**src/fnd_pkg.sv**
```systemverilog
// Package for the FSK noise detector and clock recovery loop filter.
// Assumes one 125 MHz core clock and 32-bit APB register access.
package fnd_pkg;

  // ---------------------------------------------------------------
  // Register indices (byte address is the index times four)
  // ---------------------------------------------------------------
  localparam logic [9:0]  NOISE_CFG_IDX   = 10'h045;
  localparam logic [9:0]  PROP_CFG_IDX    = 10'h046;
  localparam logic [9:0]  INTEG_CFG_IDX   = 10'h047;
  localparam logic [9:0]  LOW_THR_IDX     = 10'h060;
  localparam logic [9:0]  STATUS_IDX      = 10'h061;
  localparam int          NUM_CFG         = 4;

  // ---------------------------------------------------------------
  // Reset values
  // ---------------------------------------------------------------
  localparam logic [7:0]  NOISE_CFG_RST   = 8'h07;
  localparam logic [7:0]  PROP_CFG_RST    = 8'hE6;
  localparam logic [7:0]  INTEG_CFG_RST   = 8'h65;
  localparam logic [7:0]  LOW_THR_RST     = 8'h00;

  // ---------------------------------------------------------------
  // Field positions
  // ---------------------------------------------------------------
  localparam int          NOISE_RANGE_LSB = 6;
  localparam int          DET_SRC_LSB     = 4;
  localparam int          NOISE_THR_LSB   = 2;
  localparam int          NOISE_SLEW_LSB  = 0;
  localparam int          REC_SLEW_LSB    = 6;
  localparam int          OUTER_EN_BIT    = 5;
  localparam int          INNER_EN_BIT    = 4;
  localparam int          PROP_GAIN_LSB   = 2;
  localparam int          PROP_LIM_LSB    = 0;
  localparam int          EXTRAP_LSB      = 6;
  localparam int          IPATH_LIM_LSB   = 4;
  localparam int          INTEG_GAIN_LSB  = 2;
  localparam int          IACC_LIM_LSB    = 0;

  // ---------------------------------------------------------------
  // Detector source codes
  // ---------------------------------------------------------------
  localparam logic [1:0]  SRC_SQUELCH     = 2'h0;
  localparam logic [1:0]  SRC_NOISE       = 2'h1;
  localparam logic [1:0]  SRC_BOTH        = 2'h2;
  localparam logic [1:0]  SRC_QUALIFIED   = 2'h3;

  // ---------------------------------------------------------------
  // Number formats: phase in 1/16 bit in, 1/4096 bit inside
  // ---------------------------------------------------------------
  localparam int          PE_W            = 6;
  localparam int          FRAC_SHIFT      = 8;
  localparam int          LOOP_W          = 16;
  localparam int          SUM_W           = 22;
  localparam logic signed [LOOP_W-1:0] ONE_SIXTEENTH = 16'sh0100;
  localparam logic signed [PE_W-1:0]   OUTER_LIMIT   = 6'sd7;
  localparam logic signed [PE_W-1:0]   INNER_LIMIT   = 6'sd1;
  localparam int          PROP_LIM_BASE   = 0;
  localparam int          IPATH_LIM_BASE  = -1;
  localparam int          IACC_LIM_BASE   = 0;
  localparam int          INTEG_GAIN_BASE = 5;
  localparam int          EXTRAP_BASE     = 2;

  // ---------------------------------------------------------------
  // Noise detector scaling
  // ---------------------------------------------------------------
  localparam int          NOISE_RANGE_MAX = 7;
  localparam logic [15:0] THR_HALF        = 16'h4000;
  localparam logic [15:0] THR_3_8         = 16'h3000;
  localparam logic [15:0] THR_QUARTER     = 16'h2000;
  localparam logic [15:0] THR_EIGHTH      = 16'h1000;
  localparam int          NOISE_SLEW_BASE = 8;
  localparam int          PEAK_FRAC       = 8;

  typedef enum logic [1:0] {
    FND_IDLE  = 2'b00,
    FND_STARTUP_SEQUENCE = 2'b01,
    FND_TRACK = 2'b10
  } fnd_loop_e;

endpackage

```
**src/fnd_peak.sv**
```systemverilog
// Peak tracker with separate rise and fall slew shifts.
// Assumes samples arrive as unsigned magnitudes with a one-cycle strobe.
`timescale 1ns/100ps
`default_nettype none
module fnd_peak (
  // Clock and reset
  input  wire logic        clk,
  input  wire logic        rst_b,
  // Sample in
  input  wire logic        valid,
  input  wire logic [7:0]  mag,
  input  wire logic [3:0]  up_shift,
  input  wire logic [3:0]  down_shift,
  // Peak out, integer part
  output logic      [7:0]  peak
);
  import fnd_pkg::*;

  logic [15:0] peak_q;
  logic [15:0] peak_d;
  logic [15:0] target;

  // Fractional state so slow rates still move the peak
  always_comb begin
    target = {mag, 8'h00};
    peak_d = peak_q;
    if (valid) begin
      if (target > peak_q) begin
        peak_d = peak_q + ((target - peak_q) >> up_shift);
      end else begin
        peak_d = peak_q - ((peak_q - target) >> down_shift);
      end
    end
  end

  always_ff @(posedge clk) begin
    if (!rst_b) begin
      peak_q <= 16'h0000;
    end else begin
      peak_q <= peak_d;
    end
  end

  assign peak = peak_q[15:PEAK_FRAC];
endmodule
`default_nettype wire

```
**src/fnd_top.sv**
```systemverilog
// FSK noise detector and PI loop filter of the clock recovery path.
// Assumes all inputs come from logic on CORE_CLK and an APB master.
`timescale 1ns/100ps
`default_nettype none

module fnd_top (
  // Clock and reset
  input  wire  logic                         CORE_CLK,
  input  wire  logic                         RST_B,
  // APB slave
  input  wire  logic                         PSEL,
  input  wire  logic                         PENABLE,
  input  wire  logic                         PWRITE,
  input  wire  logic [11:0]                  PADDR,
  input  wire  logic [31:0]                  PWDATA,
  output logic       [31:0]                  PRDATA,
  output logic                               PREADY,
  output logic                               PSLVERR,
  // Baseband from the receive chain
  input  wire  logic                         SAMPLE_VALID,
  input  wire  logic [7:0]                   SAMPLE_MAG,
  input  wire  logic [7:0]                   SIGNAL_LEVEL,
  input  wire  logic                         SQUELCH_OPEN,
  // Phase detector and run-in control
  input  wire  logic                         PHASE_VALID,
  input  wire  logic signed [fnd_pkg::PE_W-1:0] PHASE_ERROR,
  input  wire  logic                         STARTUP_BEGIN,
  input  wire  logic                         STARTUP_DONE,
  // Recovered timing and qualifier
  output logic signed [fnd_pkg::LOOP_W-1:0]  PHASE_CORR,
  output logic signed [fnd_pkg::LOOP_W-1:0]  SAMPLE_PHASE,
  output logic       [7:0]                   RECOVERY_PEAK,
  output logic                               SIGNAL_DETECT
);
  import fnd_pkg::*;

  // ---------------------------------------------------------------
  // Helpers
  // ---------------------------------------------------------------
  function automatic logic signed [LOOP_W-1:0] clamp(
    input logic signed [SUM_W-1:0]  v,
    input logic signed [LOOP_W-1:0] lim);
    logic signed [SUM_W-1:0] l;
    l = SUM_W'(lim);
    if (v > l) begin
      clamp = lim;
    end else if (v < -l) begin
      clamp = -lim;
    end else begin
      clamp = v[LOOP_W-1:0];
    end
  endfunction

  // Limits are powers of two in 1/16 bit steps
  function automatic logic signed [LOOP_W-1:0] limit_of(
    input logic [1:0] code,
    input int         base);
    int sh;
    sh = int'(code) + base;
    if (sh < 0) begin
      limit_of = ONE_SIXTEENTH >>> 1;
    end else begin
      limit_of = ONE_SIXTEENTH <<< sh;
    end
  endfunction

  // ---------------------------------------------------------------
  // Register file
  // ---------------------------------------------------------------
  logic [7:0]  cfg_q [NUM_CFG];
  logic [7:0]  cfg_d [NUM_CFG];
  logic [9:0]  reg_idx;
  logic        wr_en;
  logic        setup;
  logic [31:0] rdata_q, rdata_d;
  logic        err_q, err_d;
  logic [7:0]  status;
  logic [7:0]  noise_cfg, prop_cfg, integ_cfg, low_thr;

  localparam logic [7:0] CFG_RST [NUM_CFG] =
    '{NOISE_CFG_RST, PROP_CFG_RST, INTEG_CFG_RST, LOW_THR_RST};
  localparam logic [9:0] CFG_IDX [NUM_CFG] =
    '{NOISE_CFG_IDX, PROP_CFG_IDX, INTEG_CFG_IDX, LOW_THR_IDX};

  assign reg_idx   = PADDR[11:2];
  assign setup     = PSEL && !PENABLE;
  assign wr_en     = PSEL && PENABLE && PWRITE;
  assign noise_cfg = cfg_q[0];
  assign prop_cfg  = cfg_q[1];
  assign integ_cfg = cfg_q[2];
  assign low_thr   = cfg_q[3];
  assign PREADY    = 1'b1;
  assign PRDATA    = rdata_q;
  assign PSLVERR   = err_q && PSEL && PENABLE;

  // New values act on the next loop update, no shadowing needed
  always_comb begin
    for (int i = 0; i < NUM_CFG; i++) begin
      cfg_d[i] = cfg_q[i];
      if (wr_en && reg_idx == CFG_IDX[i] && PADDR[1:0] == 2'b00) begin
        cfg_d[i] = PWDATA[7:0];
      end
    end
  end

  // Read data is captured in the setup cycle for a zero-wait answer
  always_comb begin
    rdata_d = rdata_q;
    err_d   = err_q;
    if (setup) begin
      err_d   = 1'b0;
      rdata_d = 32'h0000_0000;
      if (PADDR[1:0] != 2'b00) begin
        err_d = 1'b1;
      end else begin
        case (reg_idx)
          NOISE_CFG_IDX: rdata_d = {24'h000000, noise_cfg};
          PROP_CFG_IDX:  rdata_d = {24'h000000, prop_cfg};
          INTEG_CFG_IDX: rdata_d = {24'h000000, integ_cfg};
          LOW_THR_IDX:   rdata_d = {24'h000000, low_thr};
          STATUS_IDX:    rdata_d = {24'h000000, status};
          default:       err_d   = 1'b1;
        endcase
      end
    end
  end

  genvar g;
  generate
    for (g = 0; g < NUM_CFG; g++) begin : g_cfg
      always_ff @(posedge CORE_CLK) begin
        if (!RST_B) begin
          cfg_q[g] <= CFG_RST[g];
        end else begin
          cfg_q[g] <= cfg_d[g];
        end
      end
    end
  endgenerate

  always_ff @(posedge CORE_CLK) begin
    if (!RST_B) begin
      rdata_q <= 32'h0000_0000;
      err_q   <= 1'b0;
    end else begin
      rdata_q <= rdata_d;
      err_q   <= err_d;
    end
  end

  // ---------------------------------------------------------------
  // Noise detector and qualifier
  // ---------------------------------------------------------------
  logic [7:0]  prev_mag_q, prev_mag_d;
  logic [7:0]  noise_mag;
  logic [7:0]  noise_peak;
  logic [15:0] noise_scaled;
  logic [15:0] noise_thr;
  logic        noise_ok;
  logic        low_ok;
  logic        det_q, det_d;
  logic [1:0]  det_src;
  logic [3:0]  nslew;
  logic [3:0]  rup, rdown;

  assign det_src = noise_cfg[DET_SRC_LSB +: 2];
  assign noise_mag = (SAMPLE_MAG > prev_mag_q) ? SAMPLE_MAG - prev_mag_q
                                               : prev_mag_q - SAMPLE_MAG;
  assign nslew = 4'(NOISE_SLEW_BASE) - {2'b00, noise_cfg[NOISE_SLEW_LSB +: 2]};

  always_comb begin
    case (prop_cfg[REC_SLEW_LSB +: 2])
      2'h0:    begin rup = 4'h6; rdown = 4'h6; end
      2'h1:    begin rup = 4'h6; rdown = 4'h7; end
      2'h2:    begin rup = 4'h5; rdown = 4'h7; end
      default: begin rup = 4'h5; rdown = 4'h8; end
    endcase
  end

  fnd_peak u_noise_peak (
    .clk        (CORE_CLK),
    .rst_b      (RST_B),
    .valid      (SAMPLE_VALID),
    .mag        (noise_mag),
    .up_shift   (nslew),
    .down_shift (nslew),
    .peak       (noise_peak)
  );

  fnd_peak u_recovery_peak (
    .clk        (CORE_CLK),
    .rst_b      (RST_B),
    .valid      (SAMPLE_VALID),
    .mag        (SAMPLE_MAG),
    .up_shift   (rup),
    .down_shift (rdown),
    .peak       (RECOVERY_PEAK)
  );

  always_comb begin
    noise_scaled = {8'h00, noise_peak} <<
                   (NOISE_RANGE_MAX - int'(noise_cfg[NOISE_RANGE_LSB +: 2]));
    case (noise_cfg[NOISE_THR_LSB +: 2])
      2'h0:    noise_thr = THR_HALF;
      2'h1:    noise_thr = THR_3_8;
      2'h2:    noise_thr = THR_QUARTER;
      default: noise_thr = THR_EIGHTH;
    endcase
  end

  assign noise_ok = noise_scaled < noise_thr;
  assign low_ok   = SIGNAL_LEVEL > low_thr;

  always_comb begin
    prev_mag_d = SAMPLE_VALID ? SAMPLE_MAG : prev_mag_q;
    case (det_src)
      SRC_SQUELCH:   det_d = SQUELCH_OPEN;
      SRC_NOISE:     det_d = noise_ok;
      SRC_BOTH:      det_d = SQUELCH_OPEN && noise_ok;
      SRC_QUALIFIED: det_d = SQUELCH_OPEN && noise_ok && low_ok;
      default:       det_d = 1'b0;
    endcase
  end

  always_ff @(posedge CORE_CLK) begin
    if (!RST_B) begin
      prev_mag_q <= 8'h00;
      det_q      <= 1'b0;
    end else begin
      prev_mag_q <= prev_mag_d;
      det_q      <= det_d;
    end
  end

  assign SIGNAL_DETECT = det_q;

  // ---------------------------------------------------------------
  // Phase error blanking and PI loop filter
  // ---------------------------------------------------------------
  fnd_loop_e                state_q, state_d;
  logic signed [PE_W-1:0]   pe_abs;
  logic signed [PE_W-1:0]   pe_blank;
  logic signed [SUM_W-1:0]  pe_ext;
  logic signed [LOOP_W-1:0] p_path, i_path, i_acc_q, i_acc_d;
  logic signed [LOOP_W-1:0] corr_q, corr_d, phase_q, phase_d;
  logic signed [SUM_W-1:0]  rate_q, rate_d;
  logic signed [LOOP_W-1:0] iacc_lim;

  assign pe_abs   = PHASE_ERROR < 0 ? -PHASE_ERROR : PHASE_ERROR;
  assign iacc_lim = limit_of(integ_cfg[IACC_LIM_LSB +: 2], IACC_LIM_BASE);

  always_comb begin
    pe_blank = PHASE_ERROR;
    if (prop_cfg[OUTER_EN_BIT] && pe_abs > OUTER_LIMIT) begin
      pe_blank = '0;
    end
    if (prop_cfg[INNER_EN_BIT] && pe_abs < INNER_LIMIT) begin
      pe_blank = '0;
    end
    // Input is in 1/16 bit; extra fraction keeps small gains alive
    pe_ext = SUM_W'(pe_blank) <<< FRAC_SHIFT;
    p_path = clamp(pe_ext >>> prop_cfg[PROP_GAIN_LSB +: 2],
                   limit_of(prop_cfg[PROP_LIM_LSB +: 2], PROP_LIM_BASE));
    i_path = clamp(pe_ext >>> (INTEG_GAIN_BASE + int'(integ_cfg[INTEG_GAIN_LSB +: 2])),
                   limit_of(integ_cfg[IPATH_LIM_LSB +: 2], IPATH_LIM_BASE));
  end

  always_comb begin
    state_d = state_q;
    i_acc_d = i_acc_q;
    rate_d  = rate_q;
    corr_d  = corr_q;
    phase_d = phase_q;
    case (state_q)
      FND_IDLE: begin
        if (STARTUP_BEGIN) begin
          state_d = FND_STARTUP_SEQUENCE;
          rate_d  = '0;
        end
      end
      FND_STARTUP_SEQUENCE: begin
        if (PHASE_VALID) begin
          rate_d = rate_q + pe_ext;
        end
        if (STARTUP_DONE) begin
          // Run-in length is the start value time; short runs are noisy
          state_d = FND_TRACK;
          i_acc_d = clamp(rate_q >>> (EXTRAP_BASE + int'(integ_cfg[EXTRAP_LSB +: 2])),
                          iacc_lim);
        end
      end
      FND_TRACK: begin
        if (STARTUP_BEGIN) begin
          state_d = FND_STARTUP_SEQUENCE;
          rate_d  = '0;
        end
      end
      default: state_d = FND_IDLE;
    endcase
    if (PHASE_VALID && state_q == FND_TRACK) begin
      i_acc_d = clamp(SUM_W'(i_acc_q) + SUM_W'(i_path), iacc_lim);
    end
    if (PHASE_VALID) begin
      corr_d  = LOOP_W'(p_path + i_acc_q);
      phase_d = LOOP_W'(phase_q + p_path + i_acc_q);
    end
  end

  always_ff @(posedge CORE_CLK) begin
    if (!RST_B) begin
      state_q <= FND_IDLE;
      i_acc_q <= '0;
      rate_q  <= '0;
      corr_q  <= '0;
      phase_q <= '0;
    end else begin
      state_q <= state_d;
      i_acc_q <= i_acc_d;
      rate_q  <= rate_d;
      corr_q  <= corr_d;
      phase_q <= phase_d;
    end
  end

  assign PHASE_CORR   = corr_q;
  assign SAMPLE_PHASE = phase_q;
  assign status = {3'b000, noise_ok, low_ok, det_q, state_q};
endmodule
`default_nettype wire

```
**config.mk**
```make
export PLATFORM = sky130hd
export DESIGN_NAME = fnd_top
export DESIGN_NICKNAME = d
export VERILOG_FILES = /design/src/fnd_pkg.sv /design/src/fnd_peak.sv /design/src/fnd_top.sv
export SDC_FILE = /design/constraint.sdc
export NUM_CORES = 1
export LEC_CHECK = 0
export ABC_AREA = 1
export BUFFER_PORTS_ARGS = -buffer_cell sky130_fd_sc_hd__buf_2
export CAP_MARGIN = 30
export CORE_UTILIZATION = 45
export DETAILED_ROUTE_END_ITERATION = 10
export HOLD_SLACK_MARGIN = 0.02
export PLACE_DENSITY = 0.75
export REMOVE_ABC_BUFFERS = 1
export SLEW_MARGIN = 25
export SYNTH_ARGS = -nofsm -noshare
export SYNTH_HDL_FRONTEND = slang
export SYNTH_SLANG_ARGS = --single-unit
```
**constraint.sdc**
```tcl
create_clock -name CORE_CLK -period 7.68 [get_ports CORE_CLK]
set_clock_uncertainty 0.2 [all_clocks]
set_input_delay 0.384 -clock CORE_CLK [delete_from_list [all_inputs] [get_ports CORE_CLK]]
set_output_delay 0.384 -clock CORE_CLK [all_outputs]
set_load 0.05 [all_outputs]
```
==> impl_metrics.toml <==
[outcome]
outcome = "complete, no violations"

[drt]
antenna_left = 0
routed_wl_um = 52100
dr.pass1.iters = 6
vias = 18385
wl_per_cell_um = 15.3
drc = 0
wl_met2_um = 23700
dr_wl_met3_um = 2510
drt_iter0_drc = 1334
routedLengthMet1_um = 24500
viasPerCell = 5.42
top_layer_used = "met5"

[worst_setup_path]
crit_family = "compound AO/OA/AOI/OAI gates"
r2r_start = "prev_mag_q[3]"
cpMostUsedCell = "nand2_1"
worst-path-buf-inv = 4
critPathMaxStageDelay_ns = 0.48
critical_path_class = "flop to flop"
worstSetupStartpoint = "prev_mag_q[3]"
crit_arrival_ns = 7.14
cp-end-kind = "flop"
crit_fanout = 10
required_ns = 7.83
setup.worst_path.start_class = "flop"
cpMaxStageDelayCell = "ha_1"

[final_layout]
drive_above_1_share_pct = 9.77
design_area_um2 = 19300
fin_nets = 3177
stdcell_count = 3395
synthToLayoutAreaGrowth_pct = 8.89
n_fill_cell = 3916

[die]
initial_core_util_pct = 45.6
io_pins = 151
die_y_um = 200
die_area_um2 = 40100
rows = 72
core_area_um2 = 38700
die_width_um = 200

[clock_network]
clockBufferDepth = 2
cts_buffers = 17
cts.clk_slew.worst_paths_ns = 0.07
cts_sinks = 146
worstSkewPairLatency_ns = 0.46
h-tree-depth = 4
cts_setup_buffers = 0
cts_tree = "done"
cts_root_buf = "clkbuf_16"

[logic_synthesis]
ys_seq_elements = 146
synth_ff_type = "dfxtp_1"
async_reset_ff_share_pct = 0
syn_inst = 2778
seq_area_frac_synth_pct = 16.5
synth_cell_types = 68
netlist_area_um2 = 17700
synth_edf_count = 0
ys_warn_count = 0
avgSynthCellArea_um2 = 6.37

[power_and_ir_drop]
powerDensity_nw_per_um2 = 308
p_leak_nw = 10.1
vdd_ir_drop_max_uv = 209

[grt]
first_global_vias = 17334
grt_pass1_wl_um = 85200
antenna_found_initial = 3
grt-ovfl-total = 0
grt_max_degree = 80
track_usage_pct = 25.8

[timing]
worst_pin_slew_ns = 0.943
hold_viol = 0
setup_viol = 0
rsz0062_at_grt = "no"
slew_headroom_pct = 36.5
finalSetupTns_ns = 0
maxSlewViolCount = 0
fmax_mhz = 143
period_share_pct = 91.0
fin_crit_ns = 6.99

[placement]
dp.cells = 3354
dp_hpwl_um = 41300
gp_congestion = 0.955
placed_cell_area_um2 = 18600
io_buffer_count = 101

[run]
maxCapViolations = 0

[worst_hold_path]
holdCritPathClass = "input pin to flop"
min_from = "PWDATA[6]"
[placed cells by master, fill, tap and decap left out, drive strengths merged, types with 8 or more instances in the layout]
master / synthesis / final
nand3: 182 / 182
a211oi: 16 / 16
nand4: 23 / 23
o211ai: 27 / 27
o21ai: 255 / 255
conb: 2 / 44
o21bai: 10 / 10
o221ai: 8 / 8
clkbuf: 50 / 21
inv: 425 / 426
or2: 11 / 11
nor3: 27 / 27
clkinv: 5 / 10
buf: 54 / 122
xnor2: 21 / 21
dfxtp: 146 / 146
nand2: 581 / 581
a31oi: 19 / 19
ha: 219 / 219
a21oi: 246 / 246
a21o: 13 / 13
o22ai: 17 / 17
xor2: 66 / 66
nor2: 275 / 275
fa: 20 / 20
[routing by layer]
| metal | up-vias | global-route usage, % |
|---|---|---|
| met1 | 8527 | 34.3 |
| met2 | 480 | 42.9 |
| met5 | - | 0 |
| met3 | 82 | 3.27 |
| li1 | 9294 | - |
| met4 | 2 | 8.93 |
[area by class of cell]
class	instances	area, µm²	area share, %
Tap cell	518	648	3.37
Antenna cell	2	5.00	0.0260
Multi-Input combinational cell	2140	12700	66.2
Clock buffer	21	450	2.34
Inverter	430	1620	8.41
Sequential cell	146	2920	15.2
Timing Repair Buffer	127	741	3.85
Clock inverter	11	129	0.669
[kinds of logic after synthesis]
| kind of cell | Yosys count | share of synthesized area, % |
|---|---|---|
| XOR/XNOR | 87 | 4.35 |
| adder cells (fa/ha/maj) | 239 | 17.8 |
| other | 2 | 0.0425 |
| multiplexers | 5 | 0.283 |
| AO/OA/AOI/OAI | 651 | 20.8 |
| AND/OR/NAND/NOR | 1114 | 27.8 |
| buffers and inverters | 534 | 12.4 |
| flip-flops | 146 | 16.5 |
[report_power, final]
group          internal, mW  switching [mW]  total [mW]  leakage, nW
logic                  1.42            2.66        4.08         8.64
registers             0.857           0.129       0.986         1.20
clock network         0.489           0.378       0.867        0.278
total                  2.76            3.17        5.93         10.1
[Yosys cell counts, types with 7 or more instances]
cell,instances,area [µm²]
nand2_1,546,2050
inv_1,404,1520
nor2_1,248,931
a21oi_1,244,1220
o21ai_0,228,1140
ha_1,219,2740
nand3_1,168,841
dfxtp_1,146,2920
xor2_1,66,578
clkbuf_1,50,188
buf_4,35,263
nand2_2,28,175
nor3_1,26,130
o211ai_1,26,195
nand4_1,23,144
inv_2,21,78.8
fa_1,20,400
nor2_2,20,125
xnor2_1,20,175
a31oi_1,19,119
o21ai_1,18,90.1
a211oi_1,16,120
o22ai_1,16,100
nand3_2,14,140
a21o_1,13,97.6
buf_2,10,50.1
o21bai_1,10,75.1
o21ai_2,9,78.8
or2_2,9,56.3
o221ai_1,8,70.1
nand3b_1,7,52.6
o21a_1,7,52.6
o31ai_1,7,52.6
[state kept, by name, summed over array words and instances, names as in the netlist]
| signal | cells |
|---|---|
| err_q | 1 |
| u_recovery_peak.peak_q | 16 |
| u_noise_peak.peak_q | 16 |
| prev_mag_q | 8 |
| i_acc_q | 16 |
| rate_q | 14 |
| cfg_q | 32 |
| PRDATA | 8 |
| SAMPLE_PHASE | 16 |
| SIGNAL_DETECT | 1 |
| PHASE_CORR | 16 |
| state_q | 2 |
[per-stage QoR]
step	hold WS [ns]	utilization, %	setup WS [ns]	power, mW
finish	0.0340	49.7	0.688	5.93
global route	0.0462	49.7	0.0171	6.48
CTS	0.0222	49.5	0.785	5.87
detailed placement	0.252	47.9	0.369	4.98
global placement	0.239	47.9	0.464	4.87
floorplan	0.229	-	0.683	4.05
[path summary, 6_finish.rpt]
kind                             endpoint  slack (ns)  depth (start not counted)
setup / recovery  u_noise_peak.peak_q[13]        0.69                         40
setup reg to reg  u_noise_peak.peak_q[13]        0.69                         40
hold / removal                cfg_q[2][6]        0.03                          3
hold reg to reg               cfg_q[1][5]        0.27                          2
[worst reg2reg max path: cells and delay by family (launching register included)]
family	cells	cell delay [ns]
xor gates and xnor gates	1	0.26
and+or+nand+nor	20	2.04
DFF	1	0.32
adders and majority gates	4	1.48
buffers and inverters	4	0.28
AOI/OAI and AO/OA	11	2.29
[what timing repair did]
| item | 4_1_cts | 5_1_grt |
|---|---|---|
| resized for setup | 0 | 4 |
| hold endpoints to repair | 5 | 0 |
| endpoints found under the setup margin | 0 | 13 |
| hold buffers | 5 | 0 |
(Power assumes the default switching activity.)
